==> src/hdl/cmd_handler_pkg.sv <==
// Purpose: shared constants for the detector board command handler.
// Assumes: commands and replies arrive on the system clock from relay logic.
// Notes: command codes are compared on the low identifier bits only.
package cmd_handler_pkg;
  // command codes (low identifier bits)
  localparam int CODE_MSB = 11;
  localparam logic [11:0] CMD_MASK_WR = 12'h009;
  localparam logic [11:0] CMD_MASK_RD = 12'h00a;
  localparam logic [11:0] CMD_SRAM_WR = 12'h00b;
  localparam logic [11:0] CMD_SRAM_RD = 12'h00c;
  localparam logic [11:0] CMD_SRAM_CLR = 12'h00d;
  localparam logic [11:0] CMD_SYS_RST = 12'h00f;
  localparam logic [11:0] CMD_NODE = 12'h010;
  localparam logic [11:0] CMD_VERSION = 12'h011;
  localparam logic [11:0] CMD_TDC_WR = 12'h101;
  localparam logic [11:0] CMD_TDC_RD = 12'h102;
  localparam logic [11:0] CMD_ADC_RST = 12'h103;
  localparam logic [11:0] CMD_ADC_WR = 12'h104;
  localparam logic [11:0] CMD_DAC_RST = 12'h105;
  localparam logic [15:0] RSP_FLAG = 16'h8000;
  // node type codes
  localparam logic [3:0] NODE_CRATE_CONTROLLER = 4'h0;
  localparam logic [3:0] NODE_MULTIPLEXER_BOARD = 4'h1;
  localparam logic [3:0] NODE_DETECTOR_UNIT_CONTROLLER = 4'h2;
  localparam logic [3:0] NODE_DETECTOR_BOARD = 4'h3;
  localparam logic [3:0] NODE_COMBINED_UNIT_CRATE_CONTROLLER = 4'h4;
  // time_to_digital_converter command codes
  localparam int TDC_CMD_MSB = 7;
  localparam logic [7:0] TDC_CMD_RESET = 8'h80;
  localparam logic [7:0] TDC_CMD_CALIBRATE = 8'h02;
  localparam logic [7:0] TDC_CMD_RUN = 8'h04;
  // adc register write payload fields
  localparam int ADC_DATA_MSB = 15;
  localparam int ADC_ADDR_MSB = 25;
  localparam int ADC_ADDR_LSB = 18;
  localparam int ADC_CS_BIT = 27;
  localparam int ADC_BCAST_BIT = 31;
  localparam logic [7:0] ADC_GAIN_LOW_REG = 8'h2a;
  localparam logic [7:0] ADC_GAIN_HIGH_REG = 8'h2b;
  // adc default table, entry 0 in the low slice
  localparam int ADC_DEF_N = 3;
  localparam logic [1:0] ADC_DEF_LAST = 2'h2;
  localparam logic [23:0] ADC_DEF_ADDR = {ADC_GAIN_HIGH_REG, ADC_GAIN_LOW_REG, 8'h00};
  localparam logic [47:0] ADC_DEF_DATA = {16'h0000, 16'h0000, 16'h0001};
  // register reset values
  localparam logic [31:0] MASK_RESET = 32'hffffffff;
  localparam logic [7:0] TDC_RESET = 8'h00;
  // version word layout
  localparam int VER_PAD = 12;
  // external sram
  localparam int SRAM_AW = 16;
  localparam logic [1:0] SRAM_OP_WR = 2'h0;
  localparam logic [1:0] SRAM_OP_RD = 2'h1;
  localparam logic [1:0] SRAM_OP_CLR = 2'h2;
  typedef enum logic [4:0] {
    ST_IDLE = 5'b00001,
    ST_SRAM = 5'b00010,
    ST_ADC = 5'b00100,
    ST_DAC = 5'b01000,
    ST_REPLY = 5'b10000
  } hs_state_t;
  typedef enum logic [2:0] {
    SQ_IDLE = 3'b001,
    SQ_ACC = 3'b010,
    SQ_DONE = 3'b100
  } sq_state_t;
endpackage : cmd_handler_pkg

==> src/hdl/sram_sequencer.sv <==
// Purpose: external sram access with auto-increment address and clear sweep.
// Assumes: sram controller on the same clock, ack is a one-cycle pulse.
// Notes: a clear walks every address once and leaves the address at zero.
`timescale 1ns/1ps
`default_nettype none
module sram_sequencer (
  input wire logic i_sys_clk,
  input wire logic i_rst_n,
  input wire logic i_start,
  input wire logic [1:0] i_op,
  input wire logic [31:0] i_wdata,
  input wire logic [31:0] i_addr,
  input wire logic i_addr_clear,
  output logic o_done,
  output logic [31:0] o_rdata,
  output logic o_sram_req,
  output logic o_sram_we,
  output logic [cmd_handler_pkg::SRAM_AW-1:0] o_sram_addr,
  output logic [31:0] o_sram_wdata,
  input wire logic i_sram_ack,
  input wire logic [31:0] i_sram_rdata
);
  typedef struct packed {
    cmd_handler_pkg::sq_state_t st;
    logic [cmd_handler_pkg::SRAM_AW-1:0] addr;
    logic [31:0] wdata;
    logic [31:0] rdata;
    logic we;
    logic clr;
  } sq_t;
  sq_t q, d;

  // next state: one access per command, clear repeats until the top address
  always_comb begin
    d = q;
    case (q.st)
      cmd_handler_pkg::SQ_IDLE: begin
        if (i_start) begin
          d.st = cmd_handler_pkg::SQ_ACC;
          d.clr = (i_op == cmd_handler_pkg::SRAM_OP_CLR);
          d.we = (i_op != cmd_handler_pkg::SRAM_OP_RD);
          if (i_op == cmd_handler_pkg::SRAM_OP_WR) begin
            d.wdata = i_wdata;
          end else if (i_op == cmd_handler_pkg::SRAM_OP_RD) begin
            d.addr = i_addr[cmd_handler_pkg::SRAM_AW-1:0];
          end else begin
            d.wdata = '0;
            d.addr = '0;
          end
        end else if (i_addr_clear) begin
          d.addr = '0;
        end
      end
      cmd_handler_pkg::SQ_ACC: begin
        if (i_sram_ack) begin
          d.addr = q.addr + 1'b1;
          if (!q.we) begin
            d.rdata = i_sram_rdata;
          end
          if (!q.clr || (&q.addr)) begin
            d.st = cmd_handler_pkg::SQ_DONE;
          end
        end
      end
      cmd_handler_pkg::SQ_DONE: d.st = cmd_handler_pkg::SQ_IDLE;
      default: d = '{st: cmd_handler_pkg::SQ_IDLE, default: '0};
    endcase
  end

  // state register
  always_ff @(posedge i_sys_clk or negedge i_rst_n) begin
    if (!i_rst_n) begin
      q <= '{st: cmd_handler_pkg::SQ_IDLE, default: '0};
    end else begin
      q <= d;
    end
  end

  assign o_sram_req = (q.st == cmd_handler_pkg::SQ_ACC);
  assign o_sram_we = q.we;
  assign o_sram_addr = q.addr;
  assign o_sram_wdata = q.wdata;
  assign o_done = (q.st == cmd_handler_pkg::SQ_DONE);
  assign o_rdata = q.rdata;
endmodule : sram_sequencer
`default_nettype wire

==> src/hdl/detector_board_command_handler.sv <==
// Purpose: decode relayed commands and answer each with one reply.
// Assumes: command and reply ports are driven by logic on the same clock.
// Notes: the handler takes one command at a time; ready stays low until the
//   reply has been accepted, so a long command blocks this node only.
`timescale 1ns/1ps
`default_nettype none
module detector_board_command_handler #(
  parameter logic [3:0] NODE_TYPE = cmd_handler_pkg::NODE_DETECTOR_BOARD,
  parameter logic [7:0] VER_MAJOR = 8'h01, // arbitrary value
  parameter logic [7:0] VER_MINOR = 8'h00, // arbitrary value
  parameter logic [3:0] VER_SUBMINOR = 4'h0 // arbitrary value
) (
  input wire logic i_sys_clk,
  input wire logic i_rst_n,
  // command in
  input wire logic i_cmd_valid,
  output logic o_cmd_ready,
  input wire logic [15:0] i_cmd_id,
  input wire logic [15:0] i_cmd_dest,
  input wire logic [31:0] i_cmd_payload,
  // reply out
  output logic o_rsp_valid,
  input wire logic i_rsp_ready,
  output logic [15:0] o_rsp_id,
  output logic [15:0] o_rsp_dest,
  output logic [31:0] o_rsp_payload,
  // firmware configuration
  output logic [31:0] o_trigger_enable,
  output logic [7:0] o_tdc_control,
  output logic o_tdc_strobe,
  // adc register write port
  output logic o_adc_wr_req,
  output logic [7:0] o_adc_wr_addr,
  output logic [15:0] o_adc_wr_data,
  output logic [1:0] o_adc_chip_en,
  input wire logic i_adc_wr_ack,
  // dac default programming port
  output logic o_dac_defaults_req,
  input wire logic i_dac_defaults_done,
  // external sram
  output logic o_sram_req,
  output logic o_sram_we,
  output logic [cmd_handler_pkg::SRAM_AW-1:0] o_sram_addr,
  output logic [31:0] o_sram_wdata,
  input wire logic i_sram_ack,
  input wire logic [31:0] i_sram_rdata
);
  typedef struct packed {
    cmd_handler_pkg::hs_state_t st;
    logic [31:0] mask;
    logic [7:0] time_to_digital_converter;
    logic tdc_stb;
    logic [15:0] rsp_id;
    logic [15:0] rsp_dest;
    logic [31:0] rsp_pay;
    logic [1:0] sram_op;
    logic sram_go;
    logic sram_addr_clr;
    logic [7:0] adc_addr;
    logic [15:0] adc_data;
    logic [1:0] adc_cs;
    logic [1:0] adc_idx;
    logic adc_seq;
    logic then_dac;
  } hs_t;
  hs_t q, d;
  logic [11:0] code;
  logic sram_done;
  logic [31:0] sram_rdata;

  assign code = i_cmd_id[cmd_handler_pkg::CODE_MSB:0];

  // default adc table entry selected by index; all chips take the defaults
  function automatic hs_t load_adc_default(input hs_t s, input logic [1:0] idx);
    hs_t r;
    r = s;
    r.adc_idx = idx;
    r.adc_addr = cmd_handler_pkg::ADC_DEF_ADDR[8*int'(idx) +: 8];
    r.adc_data = cmd_handler_pkg::ADC_DEF_DATA[16*int'(idx) +: 16];
    r.adc_cs = 2'h3;
    r.adc_seq = 1'b1;
    return r;
  endfunction : load_adc_default

  // command decode and sequencing
  always_comb begin
    d = q;
    d.tdc_stb = 1'b0;
    d.sram_go = 1'b0;
    d.sram_addr_clr = 1'b0;
    case (q.st)
      cmd_handler_pkg::ST_IDLE: begin
        if (i_cmd_valid) begin
          d.rsp_id = i_cmd_id | cmd_handler_pkg::RSP_FLAG;
          d.rsp_dest = i_cmd_dest;
          d.rsp_pay = '0;
          d.st = cmd_handler_pkg::ST_REPLY;
          d.then_dac = 1'b0;
          case (code)
            cmd_handler_pkg::CMD_MASK_WR: begin
              d.mask = i_cmd_payload;
              d.rsp_pay = i_cmd_payload;
            end
            cmd_handler_pkg::CMD_MASK_RD: d.rsp_pay = q.mask;
            cmd_handler_pkg::CMD_SRAM_WR: begin
              d.sram_op = cmd_handler_pkg::SRAM_OP_WR;
              d.rsp_pay = i_cmd_payload; // data word, echoed in the reply
              d.sram_go = 1'b1;
              d.st = cmd_handler_pkg::ST_SRAM;
            end
            cmd_handler_pkg::CMD_SRAM_RD: begin
              d.sram_op = cmd_handler_pkg::SRAM_OP_RD;
              d.rsp_pay = i_cmd_payload; // address word for the sequencer
              d.sram_go = 1'b1;
              d.st = cmd_handler_pkg::ST_SRAM;
            end
            cmd_handler_pkg::CMD_SRAM_CLR: begin
              d.sram_op = cmd_handler_pkg::SRAM_OP_CLR;
              d.sram_go = 1'b1;
              d.st = cmd_handler_pkg::ST_SRAM;
            end
            cmd_handler_pkg::CMD_SYS_RST: begin
              // firmware registers now, then adc and dac defaults in turn
              d.mask = cmd_handler_pkg::MASK_RESET;
              d.time_to_digital_converter = cmd_handler_pkg::TDC_RESET;
              d.sram_addr_clr = 1'b1;
              d = load_adc_default(d, 2'h0);
              d.then_dac = 1'b1;
              d.st = cmd_handler_pkg::ST_ADC;
            end
            cmd_handler_pkg::CMD_NODE: d.rsp_pay = 32'(NODE_TYPE);
            cmd_handler_pkg::CMD_VERSION: begin
              d.rsp_pay = {{cmd_handler_pkg::VER_PAD{1'b0}}, VER_MAJOR, VER_MINOR,
                           VER_SUBMINOR};
            end
            cmd_handler_pkg::CMD_TDC_WR: begin
              d.time_to_digital_converter = i_cmd_payload[cmd_handler_pkg::TDC_CMD_MSB:0];
              d.tdc_stb = 1'b1;
              d.rsp_pay = 32'(i_cmd_payload[cmd_handler_pkg::TDC_CMD_MSB:0]);
            end
            cmd_handler_pkg::CMD_TDC_RD: d.rsp_pay = 32'(q.time_to_digital_converter);
            cmd_handler_pkg::CMD_ADC_RST: begin
              d = load_adc_default(d, 2'h0);
              d.st = cmd_handler_pkg::ST_ADC;
            end
            cmd_handler_pkg::CMD_ADC_WR: begin
              // gain writes are ordinary register writes, four channels each
              d.adc_data = i_cmd_payload[cmd_handler_pkg::ADC_DATA_MSB:0];
              d.adc_addr = i_cmd_payload[cmd_handler_pkg::ADC_ADDR_MSB:
                                         cmd_handler_pkg::ADC_ADDR_LSB];
              if (i_cmd_payload[cmd_handler_pkg::ADC_BCAST_BIT]) begin
                d.adc_cs = 2'h3;
              end else if (i_cmd_payload[cmd_handler_pkg::ADC_CS_BIT]) begin
                d.adc_cs = 2'h2;
              end else begin
                d.adc_cs = 2'h1;
              end
              d.adc_seq = 1'b0;
              d.rsp_pay = i_cmd_payload;
              d.st = cmd_handler_pkg::ST_ADC;
            end
            cmd_handler_pkg::CMD_DAC_RST: d.st = cmd_handler_pkg::ST_DAC;
            default: d.rsp_pay = '0;
          endcase
        end
      end
      cmd_handler_pkg::ST_SRAM: begin
        if (sram_done) begin
          d.st = cmd_handler_pkg::ST_REPLY;
          if (q.sram_op == cmd_handler_pkg::SRAM_OP_RD) begin
            d.rsp_pay = sram_rdata;
          end else if (q.sram_op == cmd_handler_pkg::SRAM_OP_WR) begin
            d.rsp_pay = q.rsp_pay;
          end else begin
            d.rsp_pay = '0;
          end
        end
      end
      cmd_handler_pkg::ST_ADC: begin
        if (i_adc_wr_ack) begin
          if (q.adc_seq && q.adc_idx != cmd_handler_pkg::ADC_DEF_LAST) begin
            d = load_adc_default(q, q.adc_idx + 1'b1);
          end else if (q.then_dac) begin
            d.st = cmd_handler_pkg::ST_DAC;
          end else begin
            d.st = cmd_handler_pkg::ST_REPLY;
          end
        end
      end
      cmd_handler_pkg::ST_DAC: begin
        if (i_dac_defaults_done) begin
          d.st = cmd_handler_pkg::ST_REPLY;
        end
      end
      cmd_handler_pkg::ST_REPLY: begin
        if (i_rsp_ready) begin
          d.st = cmd_handler_pkg::ST_IDLE;
        end
      end
      default: d.st = cmd_handler_pkg::ST_IDLE;
    endcase
  end

  // state register
  always_ff @(posedge i_sys_clk or negedge i_rst_n) begin
    if (!i_rst_n) begin
      q <= '{st: cmd_handler_pkg::ST_IDLE, mask: cmd_handler_pkg::MASK_RESET,
             time_to_digital_converter: cmd_handler_pkg::TDC_RESET, default: '0};
    end else begin
      q <= d;
    end
  end

  // sram sequencer owns the address counter; only idle accepts a start
  sram_sequencer u_sram (
    .i_sys_clk(i_sys_clk),
    .i_rst_n(i_rst_n),
    .i_start(q.sram_go),
    .i_op(q.sram_op),
    .i_wdata(q.rsp_pay),
    .i_addr(q.rsp_pay),
    .i_addr_clear(q.sram_addr_clr),
    .o_done(sram_done),
    .o_rdata(sram_rdata),
    .o_sram_req(o_sram_req),
    .o_sram_we(o_sram_we),
    .o_sram_addr(o_sram_addr),
    .o_sram_wdata(o_sram_wdata),
    .i_sram_ack(i_sram_ack),
    .i_sram_rdata(i_sram_rdata)
  );

  // a busy node takes no new command until its reply is gone
  assign o_cmd_ready = (q.st == cmd_handler_pkg::ST_IDLE);
  assign o_rsp_valid = (q.st == cmd_handler_pkg::ST_REPLY);
  assign o_rsp_id = q.rsp_id;
  assign o_rsp_dest = q.rsp_dest;
  assign o_rsp_payload = q.rsp_pay;
  assign o_trigger_enable = q.mask;
  assign o_tdc_control = q.time_to_digital_converter;
  assign o_tdc_strobe = q.tdc_stb;
  assign o_adc_wr_req = (q.st == cmd_handler_pkg::ST_ADC);
  assign o_adc_wr_addr = q.adc_addr;
  assign o_adc_wr_data = q.adc_data;
  assign o_adc_chip_en = q.adc_cs;
  assign o_dac_defaults_req = (q.st == cmd_handler_pkg::ST_DAC);
endmodule : detector_board_command_handler
`default_nettype wire

==> config.mk <==
export PLATFORM = sky130hd
export DESIGN_NAME = detector_board_command_handler
export DESIGN_NICKNAME = d
export VERILOG_FILES = /design/src/hdl/cmd_handler_pkg.sv /design/src/hdl/sram_sequencer.sv /design/src/hdl/detector_board_command_handler.sv
export SDC_FILE = /design/constraint.sdc
export NUM_CORES = 1
export LEC_CHECK = 0
export BUFFER_PORTS_ARGS = -buffer_cell sky130_fd_sc_hd__buf_4
export CORE_MARGIN = 5
export CORE_UTILIZATION = 45
export CTS_CLUSTER_SIZE = 10
export DETAILED_ROUTE_END_ITERATION = 12
export PLACE_DENSITY = 0.78
export SETUP_SLACK_MARGIN = 0.3
export SLEW_MARGIN = 20
export SYNTH_ARGS = -nofsm -noshare
export SYNTH_HDL_FRONTEND = slang
export SYNTH_SLANG_ARGS = --single-unit
==> constraint.sdc <==
create_clock -name i_sys_clk -period 3.15 [get_ports i_sys_clk]
set_input_delay 0.315 -clock i_sys_clk [delete_from_list [all_inputs] [get_ports i_sys_clk]]
set_output_delay 0.315 -clock i_sys_clk [all_outputs]
set_load 0.01 [all_outputs]
=== After elaboration in Yosys (flattened, before gate mapping) ===
Cells that the tools add are included.

* Flip-flop bits (word level): 229
* Output and inout bits: 185
* Input bits: 103
* Logic and storage cells: 146

* Add/subtract/negate cells: 2
* Multiplexer cells: 44
* Eq/ne operators: 43
* Shifts and indexed selects: 2
* Reductions and logical operators: 29
* Bitwise operators: 4

{| class="wikitable"
|+ Operator list
! operator !! count
|-
| $mux 144 || 2
|-
| $mux 32 || 8
|-
| $pmux 32 s2 || 3
|-
| $pmux 32 s6 || 1
|-
| $pmux 73 s2 || 1
|-
| $mux 99 || 1
|-
| $pmux 32 s3 || 1
|-
| $eq 12x4->1 const B || 6
|-
| $pmux 34 s2 || 1
|-
| $mux 16 || 4
|-
| $eq 12x9->1 const B || 5
|-
| $pmux 26 s2 || 1
|-
| $pmux 16 s3 || 1
|-
| $shiftx 48x7->16 const A || 1
|-
| $mux 5 || 5
|-
| $pmux 5 s5 || 1
|-
| $eq 12x5->1 const B || 2
|-
| $shiftx 24x6->8 const A || 1
|-
| $mux 19 || 1
|-
| $pmux 9 s2 || 1
|-
| $add 16x1->16 const B || 1
|-
| $reduce_and 16->1 || 1
|-
| $reduce_and 4->1 || 4
|-
| $ne 3x3->1 const B || 5
|-
| 36 further kinds || 66
|}

=== Longest topological paths before layout ===
* Depth after elaboration: 5
* Depth in mapped cells: 9
* Depth with buffers taken out: 7

=== Modules after synthesis ===
Synthesis repeated with hierarchy kept, for this count alone.

* Cell total of the unflattened synthesis: 1387
* Area total of the unflattened synthesis: 12759.7 µm²

{| class="wikitable"
|+ Modules (own cells, without submodules)
! module !! times used !! cells each !! sequential area each (µm²) !! area an instance (µm²)
|-
| detector_board_command_handler || 1 || 907 || 3644.7 || 8184.1
|-
| sram_sequencer || 1 || 480 || 2128.3 || 4575.6
|}

=== Least setup slack after synthesis ===
Ideal clock, no wire load.

* Path type: register to register
* Start: reg q[139] in the netlist's numbering
* End: reg q, in the netlist o_trigger_enable[17]
* Stages on the path, launching flop included: 9
* Arrival: 2.003 ns
* Data required time: 3.090 ns
* Period minus slack after synthesis: 2.063 ns
* Slack: 1.087 ns
* Path buffers: 3
* Cell sequence: dfstp_2 -> and4bb_2 -> nand4_2 -> or4_4 -> buf_6 -> nand2b_2 -> buf_6 -> buf_8 -> o22a_1

* Longest elaborated chain between the ends: 3
* Elaborated cells between the ends (all ways): 5
* Classes of those cells: eq/ne (2); mux (1); bitwise (1); reduce/logical (1)

{| class="wikitable"
|+ RTL lines
! item !! RTL line !! text
|-
| start: declaration || detector_board_command_handler.sv:66 || <nowiki>hs_t q, d;</nowiki>
|-
| start signal: assignment || detector_board_command_handler.sv:207 || <nowiki>q <= '{st: cmd_handler_pkg::ST_IDLE, mask: cmd_handler_pkg::MASK_RESET,</nowiki>
|-
| $eq 5x3->1 || detector_board_command_handler.sv:91 || <nowiki>case (q.st)</nowiki>
|-
| $not 1->1 (no line) || -- ||
|-
| $reduce_and 4->1 (no line) || -- ||
|}

Parallel ways exist; a longest one is shown, timed or not.
A chain may end at the register's enable or synchronous reset.

=== Worst setup path after layout ===
* Start: reg u_sram.q[82] in the netlist's numbering
* End: out o_sram_req

* Longest elaborated chain between the ends: 1

{| class="wikitable"
|+ RTL lines
! item !! RTL line !! text
|-
| start: declaration || sram_sequencer.sv:31 || <nowiki>sq_t q, d;</nowiki>
|-
| start signal: assignment || sram_sequencer.sv:73 || <nowiki>q <= '{st: cmd_handler_pkg::SQ_IDLE, default: '0};</nowiki>
|-
| start signal: assignment || sram_sequencer.sv:75 || <nowiki>q <= d;</nowiki>
|-
| $eq 3x2->1 || sram_sequencer.sv:79 || <nowiki>assign o_sram_req = (q.st == cmd_handler_pkg::SQ_ACC);</nowiki>
|-
| end: declaration || detector_board_command_handler.sv:41 || <nowiki>output logic o_sram_req,</nowiki>
|}

Every way passes these cells.

==> summary.md <==
| Metric | Value |
|---|---|
| Max VDD drop | just over 0.0006 V |
| Setup-failing EPs final | 0 |
| Synth area leaders | dfrtp_1, buf_4, dfstp_2, nand2_1, a22o_1 |
| Initial antenna violation count | 1 |
| Cell taking the most area after synthesis | dfrtp_1 |
| CTS resizes | 0 |
| Multiplexer share of the synthesized area | less than 1% |
| Xor/xnor share of the synthesized area | less than 1% |
| IO Count | around 290 |
| Setup ws final | 0.561 ns |
| Commonest cells after routing, fill and taps aside | buf_4, nand2_1, dfrtp_1 |
| Proportion of layout cells with a drive suffix above 1 | about 30% |
| Die Span Y | around 170 µm |
| Final hold vios | 0 |
| Largest net degree at the start of global routing | 87 |
| Setup TNS | 0 ns |
| DRC violations left | 0 |
| Htree depth | 1 |
| Slowest cell on crit path | dfstp_2 |
| First-pass DRT Iterations | 5 |
| Register area share after synthesis | between 40% and 50% |
| Least-Margin Pin Slew | slightly above 0.8 ns |
| Worst-path fanout max | 19 |
| Clock-pin slew on the worst setup and hold paths | ~0.060 ns |
| Cell Chain, Critical Path | nor2_1 -> nand2_1 -> clkinv_1 -> buf_4 |
| Pleak | approximately 6.5 nW |
| Max-Cap Viols | 0 |
| DRT antenna net count | 0 |
| RSZ-0062 raised after global routing | false |
| Multi-input logic area | about 4400 µm² |
| Pre-CTS WS | approximately 0.5 ns |
| WL final | 35300 µm |
| Hpwl dp | 25100 µm |
| Area grow syn2layout | 19.2% |
| Simple logic cell fraction of the synthesized area | between 15 and 20% |
| Worst skew pair latency | approximately 0.54 ns |
| Final period utilization | roughly 82% |
| Non-filler instance count after layout | approximately 1700 |
| Final core occ | between 50 and 60% |
| Final Slew Violations | 0 |
| Hold WS | around 0.019 ns |
| Die ar. | about 30000 µm² |
| Crit-path max cell delay | 0.59 ns |
| Status | finished, final reports clean |
| Post-synth ARST share | 100% |
| Gate count after technology mapping | ~1300 |
| Wire length per cell | around 20 µm |
| Post-synth EDFFs | 0 |
| Total CTS buffers | 28 |
| Commonest non-fill, non-tap cell in the layout | buf_4 |
| Row cnt | 59 |
| Syn avg cell area | between 9 and 10 µm² |
| Minimum clock period | approximately 2.6 ns |
| First-pass GRT wire length | about 56000 µm |
| Nets | roughly 1500 |
| Adder-cell share of the synthesized area | less than 1% |
| FF+latch area | 5770 µm² |
| CORE AREA | between 20000 and 30000 µm² |
| P per Cell Area | slightly below 600 nW/µm² |
| Count of state elements after synthesis | 229 |
| Root Driver | clkbuf_16 |
| Data required, critical path | between 2 and 3 ns |
| Initial Util | 45.7% |
| Synth Flop Type | dfrtp_1 |
| Vias post-DR | 9789 |
| RePlAce Congestion | 0.880 |
| Synth Cell Area | around 12000 µm² |
| Hold Path Class | in2reg |
| FMAX | 386 MHz |
| Sink Count | between 200 and 250 |
| Vias in the first global route | about 10000 |
| Tot Pwr | 8.47 mW |
| Combinational family with the most area after synthesis | simple AND/OR/NAND/NOR gates |
| Placed Cells | ~1600 |
| Routed vias/inst | 5.69 |
| Setup crit start kind | flop |
| Fillcell total | between 2000 and 2500 |
| Die width | ~170 µm |
| Cell variety after synth | 76 |
| Post-Syn Nets | 1358 |
| Max-slew headroom | about 46% |
| First DRT Iteration DRCs | between 1000 and 1500 |
| Compound-Gate Fraction of Synth Area | ~17% |
| Final instance area | about 14000 µm² |
| TritonCTS clock tree | done |
| IO Port Bufs | 286 |
| Post-synth top area share | between 40% and 50% |
| Crit Path Category | reg2out |
| Total GRT Usage | between 20 and 25% |
| Clock Skew | 0.0153 ns |
| CP Capture Type | output pin |
| GRT Residual Overflow | 0 |
| Bufs on Longest Clock Path | 3 |
| Crit path DAT | between 2 and 2.5 ns |
| Synth Warn # | 0 |
| Cell Area, Placed | roughly 13000 µm² |
==> routing by layer <==
layer | share of wire [%] | global-route usage, % | wire (µm) | up-vias
li1 | - | - | - | 4464
met1 | 41 | 30.6 | 14500 | 4814
met5 | 0 | 0 | 0 | -
met2 | 47 | 36.6 | 16700 | 450
met4 | 2.8 | 6.42 | 982 | 0
met3 | 9.0 | 5.81 | 3160 | 61
==> kinds of logic after synthesis <==
logic type / Yosys count
AOI/OAI and AO/OA: 279
xor gates and xnor gates: 7
adders and majority gates: 4
buffers and inverters: 273
DFF: 229
muxes: 3
and+or+nand+nor: 456
==> registers in the layout (all words and copies together) (netlist names) <==
register / flops
u_sram.o_sram_wdata: 32
u_sram.o_sram_we: 1
o_trigger_enable: 32
u_sram.o_rdata: 32
o_adc_wr_data: 16
u_sram.o_sram_addr: 16
o_rsp_dest: 16
o_rsp_id: 16
o_adc_wr_addr: 8
o_adc_chip_en: 2
u_sram.q: 4
o_tdc_strobe: 1
o_rsp_payload: 32
q: 13
o_tdc_control: 8
==> report_power, final <==
group	switching (mW)	total (mW)	leakage (nW)	internal, mW
logic	0.919	1.76	3.19	0.837
registers	0.395	3.75	2.94	3.35
clock network	1.22	2.96	0.404	1.75
==> cell usage after synthesis, types with 7 or more instances <==
cell and count:
nand4_1 19, buf_4 181, dfrtp_1 195, a32oi_1 27
a22o_1 62, nand3_1 35, a22oi_1 15, clkbuf_1 45
nor2b_1 13, buf_2 24, nand3b_1 7, nand2b_1 7
dfstp_2 34, inv_1 15, or3_1 28, nor3_1 17
a31oi_1 30, o22a_1 17, nor2_1 56, a21oi_1 14
o21ai_0 64, nand2_1 234
==> repair_timing <==
action | in CTS | in global routing
buffers inserted | 0 | 0
hold buffers | 25 | 0
setup endpoints to repair | 0 | 0
endpoints found under the hold margin | 86 | 0
==> final cells by class <==
type	instances	share of cell area, %
Multi-Input combinational cell	749	31.3
Timing Repair Buffer	338	18.8
Sequential cell	229	40.7
Clock buffer	48	5.75
Tap cell	335	2.95
Clock inverter	3	0.132
Antenna cell	1	0.0176
Inverter	16	0.423
==> path summary, 6_finish.rpt <==
kind,startpoint,end,slack (ns),cells after the start
min reg2reg,o_adc_wr_addr[0],o_adc_wr_addr[0],0.48,1
min in group asynchronous,i_rst_n,o_adc_wr_addr[1],0.37,2
max reg2reg,q[139],o_adc_wr_data[4],0.65,6
max in group asynchronous,i_rst_n,o_trigger_enable[29],1.92,3
max,u_sram.q[82],o_sram_req,0.56,4
min,i_cmd_payload[9],o_adc_wr_data[9],0.02,2
==> worst max-delay path, delay by kind of cell (launching register included) <==
kind          cells  cell delay (ns)
flops             1             0.59
buf+inv           2             0.93
simple gates      2             0.21
Power figures use the tool's default switching activity.
